### src/logic/p1fs_pkg.sv
// Constants, register map and carrier types for the port 1 pin-function block.
// Assumes a single 250 MHz system clock and a classic Wishbone slave port.
package p1fs_pkg;

  // ----------------------------------------------------------------
  // Register map (byte addresses, one aligned 32-bit word each)
  // ----------------------------------------------------------------
  localparam logic [7:0] P1FS_OFS_FUNC_SEL = 8'h00;  // port_function_select
  localparam logic [7:0] P1FS_OFS_P1_DIR   = 8'h04;  // port 1 direction
  localparam logic [7:0] P1FS_OFS_P1_DATA  = 8'h08;  // port 1 output value / pin level
  localparam logic [7:0] P1FS_OFS_P1_PULL  = 8'h0C;  // port 1 pull-up enable
  localparam logic [7:0] P1FS_OFS_P2_PIN2  = 8'h10;  // port 2 pin 2 direction and data

  // ----------------------------------------------------------------
  // Field positions
  // ----------------------------------------------------------------
  localparam int P1FS_BIT_LINE3 = 7;  // line 3 / timer V trigger on pin 7
  localparam int P1FS_BIT_LINE2 = 6;
  localparam int P1FS_BIT_LINE1 = 5;
  localparam int P1FS_BIT_LINE0 = 4;
  localparam int P1FS_BIT_TXD   = 1;  // serial transmit on port 2 pin 2
  localparam int P1FS_BIT_TIMER_OUT = 0;  // timer A clock output on pin 0
  localparam int P1FS_P2_DIR    = 0;  // bit of the port 2 pin 2 register
  localparam int P1FS_P2_DATA   = 1;

  // ----------------------------------------------------------------
  // Reserved masks and reset values
  // ----------------------------------------------------------------
  localparam logic [7:0] P1FS_FUNC_RSVD = 8'h0C;  // bits 3 and 2 read as one
  localparam logic [7:0] P1FS_PORT_RSVD = 8'h08;  // port 1 bit 3 has no pin
  localparam logic [7:0] P1FS_FUNC_RST  = 8'h00;
  localparam logic [7:0] P1FS_DIR_RST   = 8'h00;  // every pin an input
  localparam logic [7:0] P1FS_DATA_RST  = 8'h00;
  localparam logic [7:0] P1FS_PULL_RST  = 8'h00;
  localparam logic [1:0] P1FS_P2_RST    = 2'h0;

  // Control bundle for one pin
  typedef struct packed {
    logic func;  // peripheral function selected
    logic dir;   // 1 = output in general I/O use
    logic data;  // stored output value
    logic pull;  // pull-up enable
  } p1fs_pin_ctrl_type;

endpackage

### src/logic/p1fs_pin_cell.sv
// One pin of the mux: general I/O versus a shared peripheral function.
// Assumes the pin level is synchronous to the clock; purely combinational.
`timescale 1ns/100ps

module p1fs_pin_cell (
  input  wire p1fs_pkg::p1fs_pin_ctrl_type ctrl_i,
  input  wire logic                        periph_drives_i,
  input  wire logic                        periph_val_i,
  input  wire logic                        pin_i,
  output logic                             pin_o,
  output logic                             pin_oe_o,
  output logic                             pullup_o,
  output logic                             periph_in_o,
  output logic                             read_o
);

  // ----------------------------------------------------------------
  // Routing
  // ----------------------------------------------------------------
  // Function bit overrides direction for output enable and value; pull-up and read-back still follow direction
  assign pin_oe_o    = ctrl_i.func ? periph_drives_i : ctrl_i.dir;
  assign pin_o       = ctrl_i.func ? periph_val_i : ctrl_i.data;
  // Pull-up only meaningful on an input-direction pin
  assign pullup_o    = ctrl_i.pull & ~ctrl_i.dir;
  // Peripheral sees zero while the pin is general I/O, so no false edges
  assign periph_in_o = ctrl_i.func & pin_i;
  // Output pins read back the stored value, input pins the level
  assign read_o      = ctrl_i.dir ? ctrl_i.data : pin_i;

endmodule // p1fs_pin_cell

### src/logic/p1fs_top.sv
// Port 1 pin-function select with port 1 I/O registers and port 2 pin 2.
// Assumes a classic Wishbone master, synchronous pins and an external pad ring.
//
// Design decisions made here: the address map and the Wishbone register port.
`timescale 1ns/100ps

module p1fs_top (
  input  wire logic        clk_i,
  input  wire logic        rst_i,
  // Wishbone classic slave
  input  wire logic        wb_cyc_i,
  input  wire logic        wb_stb_i,
  input  wire logic        wb_we_i,
  input  wire logic [7:0]  wb_adr_i,
  input  wire logic [3:0]  wb_sel_i,
  input  wire logic [31:0] wb_dat_i,
  output logic      [31:0] wb_dat_o,
  output logic             wb_ack_o,
  // Port 1 pads
  input  wire logic [7:0]  port1_pin_i,
  output logic      [7:0]  port1_pin_o,
  output logic      [7:0]  port1_pin_oe_o,
  output logic      [7:0]  port1_pullup_o,
  // Port 2 pin 2 pad
  input  wire logic        port2_bit2_pin_i,
  output logic             port2_bit2_pin_o,
  output logic             port2_bit2_pin_oe_o,
  // Peripheral side
  input  wire logic        serial_tx_i,
  input  wire logic        timer_a_clock_i,
  output logic      [3:0]  ext_interrupt_o,
  output logic             timer_v_trigger_input_o
);

  // ----------------------------------------------------------------
  // Register storage
  // ----------------------------------------------------------------
  logic [7:0] func_q;
  logic [7:0] dir_q;
  logic [7:0] data_q;
  logic [7:0] pull_q;
  logic [1:0] p2_q;
  logic       ack_q;
  logic [31:0] rdat_q;

  // ----------------------------------------------------------------
  // Bus decode
  // ----------------------------------------------------------------
  wire logic req      = wb_cyc_i & wb_stb_i & ~ack_q;
  wire logic wr       = req & wb_we_i & wb_sel_i[0];
  wire logic hit_func = (wb_adr_i == p1fs_pkg::P1FS_OFS_FUNC_SEL);
  wire logic hit_dir  = (wb_adr_i == p1fs_pkg::P1FS_OFS_P1_DIR);
  wire logic hit_data = (wb_adr_i == p1fs_pkg::P1FS_OFS_P1_DATA);
  wire logic hit_pull = (wb_adr_i == p1fs_pkg::P1FS_OFS_P1_PULL);
  wire logic hit_p2   = (wb_adr_i == p1fs_pkg::P1FS_OFS_P2_PIN2);

  // Masked write keeps reserved positions at their fixed value
  function automatic logic [7:0] keep_rsvd(input logic [7:0] wdat, input logic [7:0] rsvd);
    keep_rsvd = wdat & ~rsvd;
  endfunction

  // Byte view of a register with reserved bits forced to one
  function automatic logic [31:0] read_word(input logic [7:0] val, input logic [7:0] ones);
    read_word = {24'h000000, val | ones};
  endfunction

  // ----------------------------------------------------------------
  // Pin cells
  // ----------------------------------------------------------------
  logic [7:0] p1_read;
  logic [7:0] p1_periph_in;
  logic       p2_read;
  // Pin 0 is the only port 1 pin whose function drives outward
  wire logic [7:0] p1_drives = 8'h01;
  wire logic [7:0] p1_val    = {7'h00, timer_a_clock_i};
  // Pins 3..1 have no shared function; select bit 1 belongs to port 2 pin 2
  wire logic [7:0] p1_func   = {func_q[7:4], 3'b000, func_q[p1fs_pkg::P1FS_BIT_TIMER_OUT]};

  genvar gi;
  generate
    for (gi = 0; gi < 8; gi++)
    begin : g_p1
      p1fs_pin_cell u_cell (
        .ctrl_i          ('{func: p1_func[gi], dir: dir_q[gi], data: data_q[gi], pull: pull_q[gi]}),
        .periph_drives_i (p1_drives[gi]),
        .periph_val_i    (p1_val[gi]),
        .pin_i           (port1_pin_i[gi]),
        .pin_o           (port1_pin_o[gi]),
        .pin_oe_o        (port1_pin_oe_o[gi]),
        .pullup_o        (port1_pullup_o[gi]),
        .periph_in_o     (p1_periph_in[gi]),
        .read_o          (p1_read[gi])
      );
    end
  endgenerate

  // Port 2 pin 2 carries the serial transmit when selected
  p1fs_pin_cell u_p2_cell (
    .ctrl_i          ('{func: func_q[p1fs_pkg::P1FS_BIT_TXD], dir: p2_q[p1fs_pkg::P1FS_P2_DIR],
                        data: p2_q[p1fs_pkg::P1FS_P2_DATA], pull: 1'b0}),
    .periph_drives_i (1'b1),
    .periph_val_i    (serial_tx_i),
    .pin_i           (port2_bit2_pin_i),
    .pin_o           (port2_bit2_pin_o),
    .pin_oe_o        (port2_bit2_pin_oe_o),
    .pullup_o        (),
    .periph_in_o     (),
    .read_o          (p2_read)
  );

  // ----------------------------------------------------------------
  // Peripheral inputs
  // ----------------------------------------------------------------
  // Gated to zero while a pin is general I/O
  assign ext_interrupt_o         = p1_periph_in[7:4];
  assign timer_v_trigger_input_o = p1_periph_in[p1fs_pkg::P1FS_BIT_LINE3];

  // ----------------------------------------------------------------
  // Read selection
  // ----------------------------------------------------------------
  // Direction reads back for debug; its reserved bit stays zero
  wire logic [31:0] rd_mux =
      hit_func ? read_word(func_q, p1fs_pkg::P1FS_FUNC_RSVD) :
      hit_dir  ? read_word(dir_q, 8'h00) :
      hit_data ? read_word(p1_read, p1fs_pkg::P1FS_PORT_RSVD) :
      hit_pull ? read_word(pull_q, p1fs_pkg::P1FS_PORT_RSVD) :
      hit_p2   ? {30'h00000000, p2_read, p2_q[p1fs_pkg::P1FS_P2_DIR]} :
                 32'h00000000;                                             // unmapped reads zero

  // ----------------------------------------------------------------
  // Bus handshake
  // ----------------------------------------------------------------
  // Registered ack, one cycle after the request; dropped the next cycle
  always_ff @(posedge clk_i)
  begin
    if (rst_i)
    begin
      ack_q  <= 1'b0;
      rdat_q <= 32'h00000000;
    end
    else
    begin
      ack_q  <= req;
      rdat_q <= req ? rd_mux : rdat_q;
    end
  end

  assign wb_ack_o = ack_q;
  assign wb_dat_o = rdat_q;

  // ----------------------------------------------------------------
  // Register writes
  // ----------------------------------------------------------------
  // Reset leaves every direction cleared so all pins start as inputs
  always_ff @(posedge clk_i)
  begin
    if (rst_i)
    begin
      func_q <= p1fs_pkg::P1FS_FUNC_RST;
      dir_q  <= p1fs_pkg::P1FS_DIR_RST;
      data_q <= p1fs_pkg::P1FS_DATA_RST;
      pull_q <= p1fs_pkg::P1FS_PULL_RST;
      p2_q   <= p1fs_pkg::P1FS_P2_RST;
    end
    else if (wr)
    begin
      if (hit_func)
        func_q <= keep_rsvd(wb_dat_i[7:0], p1fs_pkg::P1FS_FUNC_RSVD);
      if (hit_dir)
        dir_q  <= keep_rsvd(wb_dat_i[7:0], p1fs_pkg::P1FS_PORT_RSVD);
      if (hit_data)
        data_q <= keep_rsvd(wb_dat_i[7:0], p1fs_pkg::P1FS_PORT_RSVD);
      if (hit_pull)
        pull_q <= keep_rsvd(wb_dat_i[7:0], p1fs_pkg::P1FS_PORT_RSVD);
      if (hit_p2)
        p2_q   <= wb_dat_i[1:0];
    end
  end
endmodule // p1fs_top

### config.mk
export PLATFORM = sky130hd
export DESIGN_NAME = p1fs_top
export DESIGN_NICKNAME = d
export VERILOG_FILES = /design/src/logic/p1fs_pkg.sv /design/src/logic/p1fs_pin_cell.sv /design/src/logic/p1fs_top.sv
export SDC_FILE = /design/constraint.sdc
export NUM_CORES = 1
export LEC_CHECK = 0
export BUFFER_PORTS_ARGS = -buffer_cell sky130_fd_sc_hd__buf_2
export CORE_MARGIN = 3
export CORE_UTILIZATION = 40
export CTS_CLUSTER_DIAMETER = 150
export DETAILED_ROUTE_END_ITERATION = 8
export HOLD_SLACK_MARGIN = 0.02
export PLACE_DENSITY = 0.68
export SYNTH_ARGS = -nofsm -noshare
export SYNTH_HDL_FRONTEND = slang
export SYNTH_SLANG_ARGS = --single-unit
### constraint.sdc
create_clock -name clk_i -period 1.95 [get_ports clk_i]
set_input_delay 0.2925 -clock clk_i [delete_from_list [all_inputs] [get_ports clk_i]]
set_output_delay 0.2925 -clock clk_i [all_outputs]
set_load 0.02 [all_outputs]
==> results.json, run 1 <==
{
  "fin_tns_setup_ps": 0,
  "postLayoutCoreUtil_pct": 47.6,
  "dp_hpwl_um": 4580,
  "synth_edf_count": 0,
  "ios": 124,
  "grt_start_max_net_pins": 25,
  "overflow": 0,
  "antenna_found_initial": 0,
  "cap_violations": 0,
  "nets": 401,
  "critPathLaunchType": "register",
  "comb_power_share_pct": 13.5,
  "start_util_pct": 42.5,
  "cts_setup_buffers": 0,
  "holdPathEnd": "pull_q[2]",
  "path_max_fanout": 12,
  "required_ps": 2130,
  "synthesis.instances": 290,
  "ctsHoldBuffers": 0,
  "drt_iter0_drc": 203,
  "portBuffers": 67,
  "routed_via_density": 5.18,
  "die_w_um": 83.6,
  "synth_cell_types": 47,
  "clock.fmax_mhz": 639,
  "r2r_cells": 6,
  "power_frac_seq_pct": 50.5,
  "clockBufferDepth": 2,
  "hp-start": "wb_dat_i[2]",
  "die-area_um2": 6990,
  "grt.total_usage_pct": 17.1,
  "p_total_mw": 1.56,
  "cts_tree": "done",
  "synth_flop_cell": "dfxtp_1",
  "setup-violations-final": 0,
  "clkTransAtPathRegs_ps": 70,
  "drive_gt1_share_pct": 29.5,
  "ys_seq_area_share_pct": 31.6,
  "worstHoldPathCells": 3,
  "reg2reg_to": "func_q[5]",
  "post-place-cells": 406,
  "hp-class": "in -> reg",
  "syn_to_final_growth_pct": 12.2,
  "dr.pass1.iters": 4,
  "postPlaceCellArea_um2": 2610,
  "startpoint": "wb_ack_o",
  "grt_pass1_wl_um": 9870,
  "first_global_vias": 1993,
  "routed_wl_um": 6050,
  "clock_sinks": 38,
  "ys.warnings.count": 0,
  "layout_min_cycle_time_ps": 1570,
  "synthArstFlopShare_pct": 0,
  "ir_worst_vdd_mv": 0.231,
  "swShare_pct": 27.5,
  "final_antenna_net_count": 0,
  "cts-root-buf": "clkbuf_8",
  "drv_slew": 0,
  "pwr-share-clk_pct": 36.0,
  "clock_skew_ps": 5.54,
  "cp-end-kind": "register",
  "diodes": 0,
  "p_int_mw": 1.13,
  "cts_htree_levels": 2,
  "cts_resized": 0,
  "core_area_um2": 5680,
  "finalCritPeriodShare_pct": 80.3,
  "final_cells": 414,
  "post_drt_wl_per_cell_um": 14.6,
  "power.density_nw_per_um2": 576,
  "rows": 27,
  "switching_power_uw": 428,
  "reg2reg_slack_ps": 380,
  "criticalPathCategory": "reg -> reg",
  "clk_latency_ps": 290,
  "drc": 0,
  "final_area_um2": 2700,
  "gp_congestion": 0.863,
  "synth_seq_cells": 38,
  "rsz0062_at_grt": "no",
  "r2r-start": "wb_ack_o",
  "cp.arrival_ps": 1740,
  "status": "complete, no violations",
  "vias": 2143,
  "fillers": 579,
  "finalHoldViolCount": 0,
  "p_leak_nw": 1.30,
  "die_h_um": 83.6,
  "synth_area_per_cell_um2": 8.31,
  "numCtsBuffers": 5,
  "synthesis.area_um2": 2410
}
-- worst max-delay path, stage by stage (launching register included) --
cell and delay (ps):
dfxtp_1 310, and3b_1 370, buf_4 250, nand4_1 130, buf_4 190, mux2i_1 150
nor2_1 60
-- metrics by stage --
stage	worst slack [ps]	hold slack, ps
after detailed placement	103	484
after floorplan	304	377
after global placement	118	467
final	385	282
after CTS	384	274
after global routing	248	291
-- cells by family after synthesis --
| logic type | count (synthesis) | synth area share, % |
|---|---|---|
| other | 1 | 0.156 |
| AOI/OAI and AO/OA | 45 | 12.2 |
| muxes | 27 | 11.4 |
| buffers and inverters | 67 | 18.6 |
| and+or+nand+nor | 112 | 26.1 |
| DFF | 38 | 31.6 |
-- metal layers --
layer	part of all wire [%]	GRT usage (%)	routed length, µm
met4	0.31	4.24	19
met5	0	0	0
met2	46	26.7	2780
met1	45	23.3	2720
met3	8.9	4.94	536
-- final cells by class --
cell class	count	area [µm²]	share of cell area [%]
Timing Repair Buffer	83	455	16.8
Inverter	2	7.51	0.278
Clock buffer	7	86.3	3.19
Multi-Input combinational cell	211	1300	48.0
Clock inverter	1	5.00	0.185
Sequential cell	38	761	28.1
Tap cell	72	90.1	3.33
-- flip-flops by register name, summed over array words and instances, names as in the netlist --
name	flops
dir_q	7
func_q	6
wb_dat_o	8
data_q	7
p2_q	2
wb_ack_o	1
pull_q	7
-- placed cells by master (no fill, tap or decap), types with 3 or more instances in the layout --
cell	count
a21oi_1	10
and2_1	5
and3_1	3
buf_2	67
buf_4	16
clkbuf_8	6
conb_1	27
dfxtp_1	38
mux2_2	4
mux2i_1	23
nand2_1	5
nand3_1	11
nand4_1	4
nor2_1	34
nor2b_1	20
nor3_1	5
nor3b_1	9
o211ai_1	3
o21ai_0	16
-- synthesized netlist by cell type (2+ instances only) --
cell type | instances | area, µm²
a211oi_1 | 2 | 15.0
nor3_1 | 5 | 25.0
o21ai_0 | 16 | 80.1
nor3b_1 | 9 | 67.6
nand2_1 | 5 | 18.8
nor2b_1 | 20 | 125
or2_2 | 2 | 12.5
o211ai_1 | 3 | 22.5
and2_1 | 5 | 31.3
buf_4 | 52 | 390
clkbuf_1 | 11 | 41.3
a2111oi_1 | 2 | 20.0
nor2_1 | 34 | 128
inv_1 | 2 | 7.51
dfxtp_1 | 38 | 761
mux2i_1 | 23 | 230
nand4_1 | 4 | 25.0
nand2b_1 | 2 | 12.5
and3_1 | 3 | 18.8
mux2_2 | 4 | 45.0
and4_1 | 2 | 17.5
nand3_1 | 11 | 55.1
a21oi_1 | 10 | 50.1
o2111ai_1 | 2 | 17.5
-- power groups by stage --
stage | sequential (mW) | clock, mW | combinational, mW
final | 0.786 | 0.562 | 0.210
after global routing | 0.787 | 0.609 | 0.230
after CTS | 0.786 | 0.571 | 0.208
after detailed placement | 0.805 | 0 | 0.207
after global placement | 0.805 | 0 | 0.206
after floorplan | 0.813 | 0 | 0.160
-- how the worst max path moves through the flow --
stage	end	slack (ps)	cells past startpoint
after floorplan	wb_dat_o[5]	300	4
after global placement	wb_dat_o[5]	120	6
after detailed placement	wb_dat_o[6]	100	6
after CTS	func_q[5]	380	6
after global routing	wb_dat_o[6]	250	6
final	func_q[5]	380	6
No activity file was read; power rests on OpenSTA's default activity.
==> run 2, diff against run 1 <==
ABC_AREA = 1   (was unset)
PLACE_DENSITY = 0.7   (was 0.68)
clock period = 1.4 ns   (was 1.95 ns; I/O delays follow)
==> run 2 against run 1 <==
Compared with the run above:
- setup slack lost 340 ps
- global-route usage shrank 0.23 points
- critical endpoint is now port1_pin_o[0]
- non-clock buffer count shrank 2
- final area grew 2.3%
- synthesized cell count grew 25%
- via count grew 5.1%
- register-to-register slack lost 290 ps
- cell count grew 19%
- hold slack lost 120 ps
- utilization grew 0.81 points
==> results.json, run 2 <==
{
  "status": "complete, no violations",
  "synth_seq_cells": 38,
  "comb_power_share_pct": 13.0,
  "synth_area_per_cell_um2": 6.76,
  "synthArstFlopShare_pct": 0,
  "core_area_um2": 5710,
  "drc": 0,
  "numCtsBuffers": 5,
  "grt.total_usage_pct": 16.9,
  "die-area_um2": 7090,
  "clock.fmax_mhz": 740,
  "cap_violations": 0,
  "ios": 124,
  "cp.arrival_ps": 1140,
  "routed_via_density": 4.59,
  "antenna_found_initial": 0,
  "clockBufferDepth": 2,
  "path_max_fanout": 4,
  "p_leak_nw": 1.53,
  "hp-start": "wb_dat_i[2]",
  "crit_path_top_delay_cell": "dfxtp_2",
  "drv_slew": 0,
  "path_depth": 2,
  "grt_start_max_net_pins": 32,
  "post_drt_wl_per_cell_um": 11.7,
  "yosysTopAreaCellShare_pct": 31.1,
  "clock_sinks": 38,
  "clkTransAtPathRegs_ps": 70,
  "postLayoutCoreUtil_pct": 48.5,
  "drt_iter0_drc": 90,
  "worstHoldPathCells": 3,
  "holdPathEnd": "data_q[2]",
  "diodes": 0,
  "syn_to_final_growth_pct": 13.0,
  "finalCritPeriodShare_pct": 96.5,
  "die_w_um": 84.2,
  "fin_tns_setup_ps": 0,
  "cts_tree": "done",
  "synth_common_cells": "nor2_1, buf_4, nand2_1",
  "p_int_mw": 1.57,
  "finalHoldViolCount": 0,
  "setup-violations-final": 0,
  "drive_gt1_share_pct": 29.6,
  "critPathBufInv": 1,
  "power.density_nw_per_um2": 780,
  "reg2reg_to": "pull_q[7]",
  "swShare_pct": 27.4,
  "fillers": 599,
  "cts_htree_levels": 2,
  "synthesis.area_um2": 2450,
  "clk_latency_ps": 300,
  "overflow": 0,
  "synth_flop_cell": "dfxtp_1",
  "ir_worst_vdd_mv": 0.373,
  "cp-end-kind": "output pin",
  "power_frac_seq_pct": 50.6,
  "final_area_um2": 2770,
  "yosys.area.top_type": "dfxtp_1",
  "synth_area_leaders": "dfxtp_1, buf_4, nor2_1, nand2_1, a21oi_1",
  "r2r-start": "wb_ack_o",
  "yosysMostFrequentCell": "nor2_1",
  "crit_family": "flip-flops",
  "ys_seq_area_share_pct": 31.1,
  "pwr-share-clk_pct": 36.3,
  "switching_power_uw": 590,
  "r2r_cells": 6,
  "layout_min_cycle_time_ps": 1350,
  "max_stage_delay_ps": 360,
  "dp_hpwl_um": 4490,
  "startpoint": "func_q[0]",
  "ys.warnings.count": 0,
  "cts_setup_buffers": 0,
  "reg2reg_slack_ps": 90,
  "final_antenna_net_count": 0,
  "vias": 2252,
  "synth_edf_count": 0,
  "critPathLaunchType": "register",
  "largest_reg_flops": 8,
  "rsz0062_at_grt": "no",
  "nets": 478,
  "first_global_vias": 2086,
  "worstPathCellList": "mux2_2 > buf_2",
  "mostFrequentLayoutCells": "buf_2, nor2_1, nand2_1, inv_1, dfxtp_1",
  "postPlaceCellArea_um2": 2660,
  "die_h_um": 84.2,
  "synth_cell_types": 27,
  "grt_pass1_wl_um": 9740,
  "clock_skew_ps": 4.52,
  "hold_ws_ps": 166,
  "synthesis.instances": 362,
  "dr.pass1.iters": 4,
  "required_ps": 1190,
  "rows": 27,
  "criticalPathCategory": "reg -> out",
  "cts-root-buf": "clkbuf_8",
  "portBuffers": 67,
  "gp_congestion": 0.941,
  "routed_wl_um": 5750,
  "final_common_cell": "buf_2",
  "start_util_pct": 42.9,
  "hp-class": "in -> reg"
}
-- run 2: area by class of cell --
cell class,instances,area (µm²),area share (%)
clock buffer,7,86.3,3.12
clock inverter,1,5.00,0.181
inverter,51,195,7.06
multi-input combinational,241,1170,42.3
sequential,38,766,27.7
tap,72,90.1,3.26
timing repair buffer,81,453,16.4
-- run 2: how the worst max path moves through the flow --
stage                  endpoint  slack (ps)
3_3_place_gp          pull_q[7]          10
5_1_grt          port1_pin_o[0]         0.3
3_5_place_dp          pull_q[7]          10
4_1_cts        port2_bit2_pin_o          40
2_1_floorplan         pull_q[5]         100
6_report         port1_pin_o[0]          50
-- run 2: logic make-up (layout without fill, tap and decap cells) --
| group | count (synthesis) | after routing | synth area share (%) |
|---|---|---|---|
| AOI/OAI and AO/OA | 70 | 70 | 14.9 |
| buffers and inverters | 109 | 140 | 25.4 |
| DFF | 38 | 38 | 31.1 |
| muxes | 2 | 2 | 0.920 |
| other | 1 | 27 | 0.153 |
| and+or+nand+nor | 142 | 142 | 27.6 |
-- run 2: worst min-delay path: stages --
cell and delay, ps:
buf_2 100, nor2_1 40, nor2_1 80
-- run 2: power groups by stage --
stage | sequential (mW) | combinational [mW] | clock (mW)
2_1_floorplan | 1.13 | 0.224 | 0
3_3_place_gp | 1.12 | 0.274 | 0
3_5_place_dp | 1.12 | 0.277 | 0
4_1_cts | 1.09 | 0.278 | 0.806
5_1_grt | 1.09 | 0.310 | 0.851
6_report | 1.09 | 0.281 | 0.784
-- run 2: layer usage --
layer	vias up	wire, µm	global-route usage, %
met4	0	36	3.95
met5	-	0	0
li1	1165	-	-
met3	5	483	4.71
met2	86	2570	27.3
met1	996	2660	22.4
-- run 2: through the flow --
| stage | total power, mW | cells | worst slack (ps) |
|---|---|---|---|
| final | 2.16 | 491 | 48.6 |
| after global routing | 2.25 | 491 | 0.348 |
| after CTS | 2.18 | 491 | 42.6 |
| after detailed placement | 1.40 | 483 | 10.4 |
| after global placement | 1.39 | 483 | 11.7 |
| after floorplan | 1.35 | 388 | 95.2 |
-- run 2: repair_timing --
action / 4_1_cts / 5_1_grt
pin swaps: 0 / 0
endpoints found under the setup margin: 3 / 3
resized for setup: 3 / 4
hold buffers: 0 / 0
gates cloned: 0 / 0
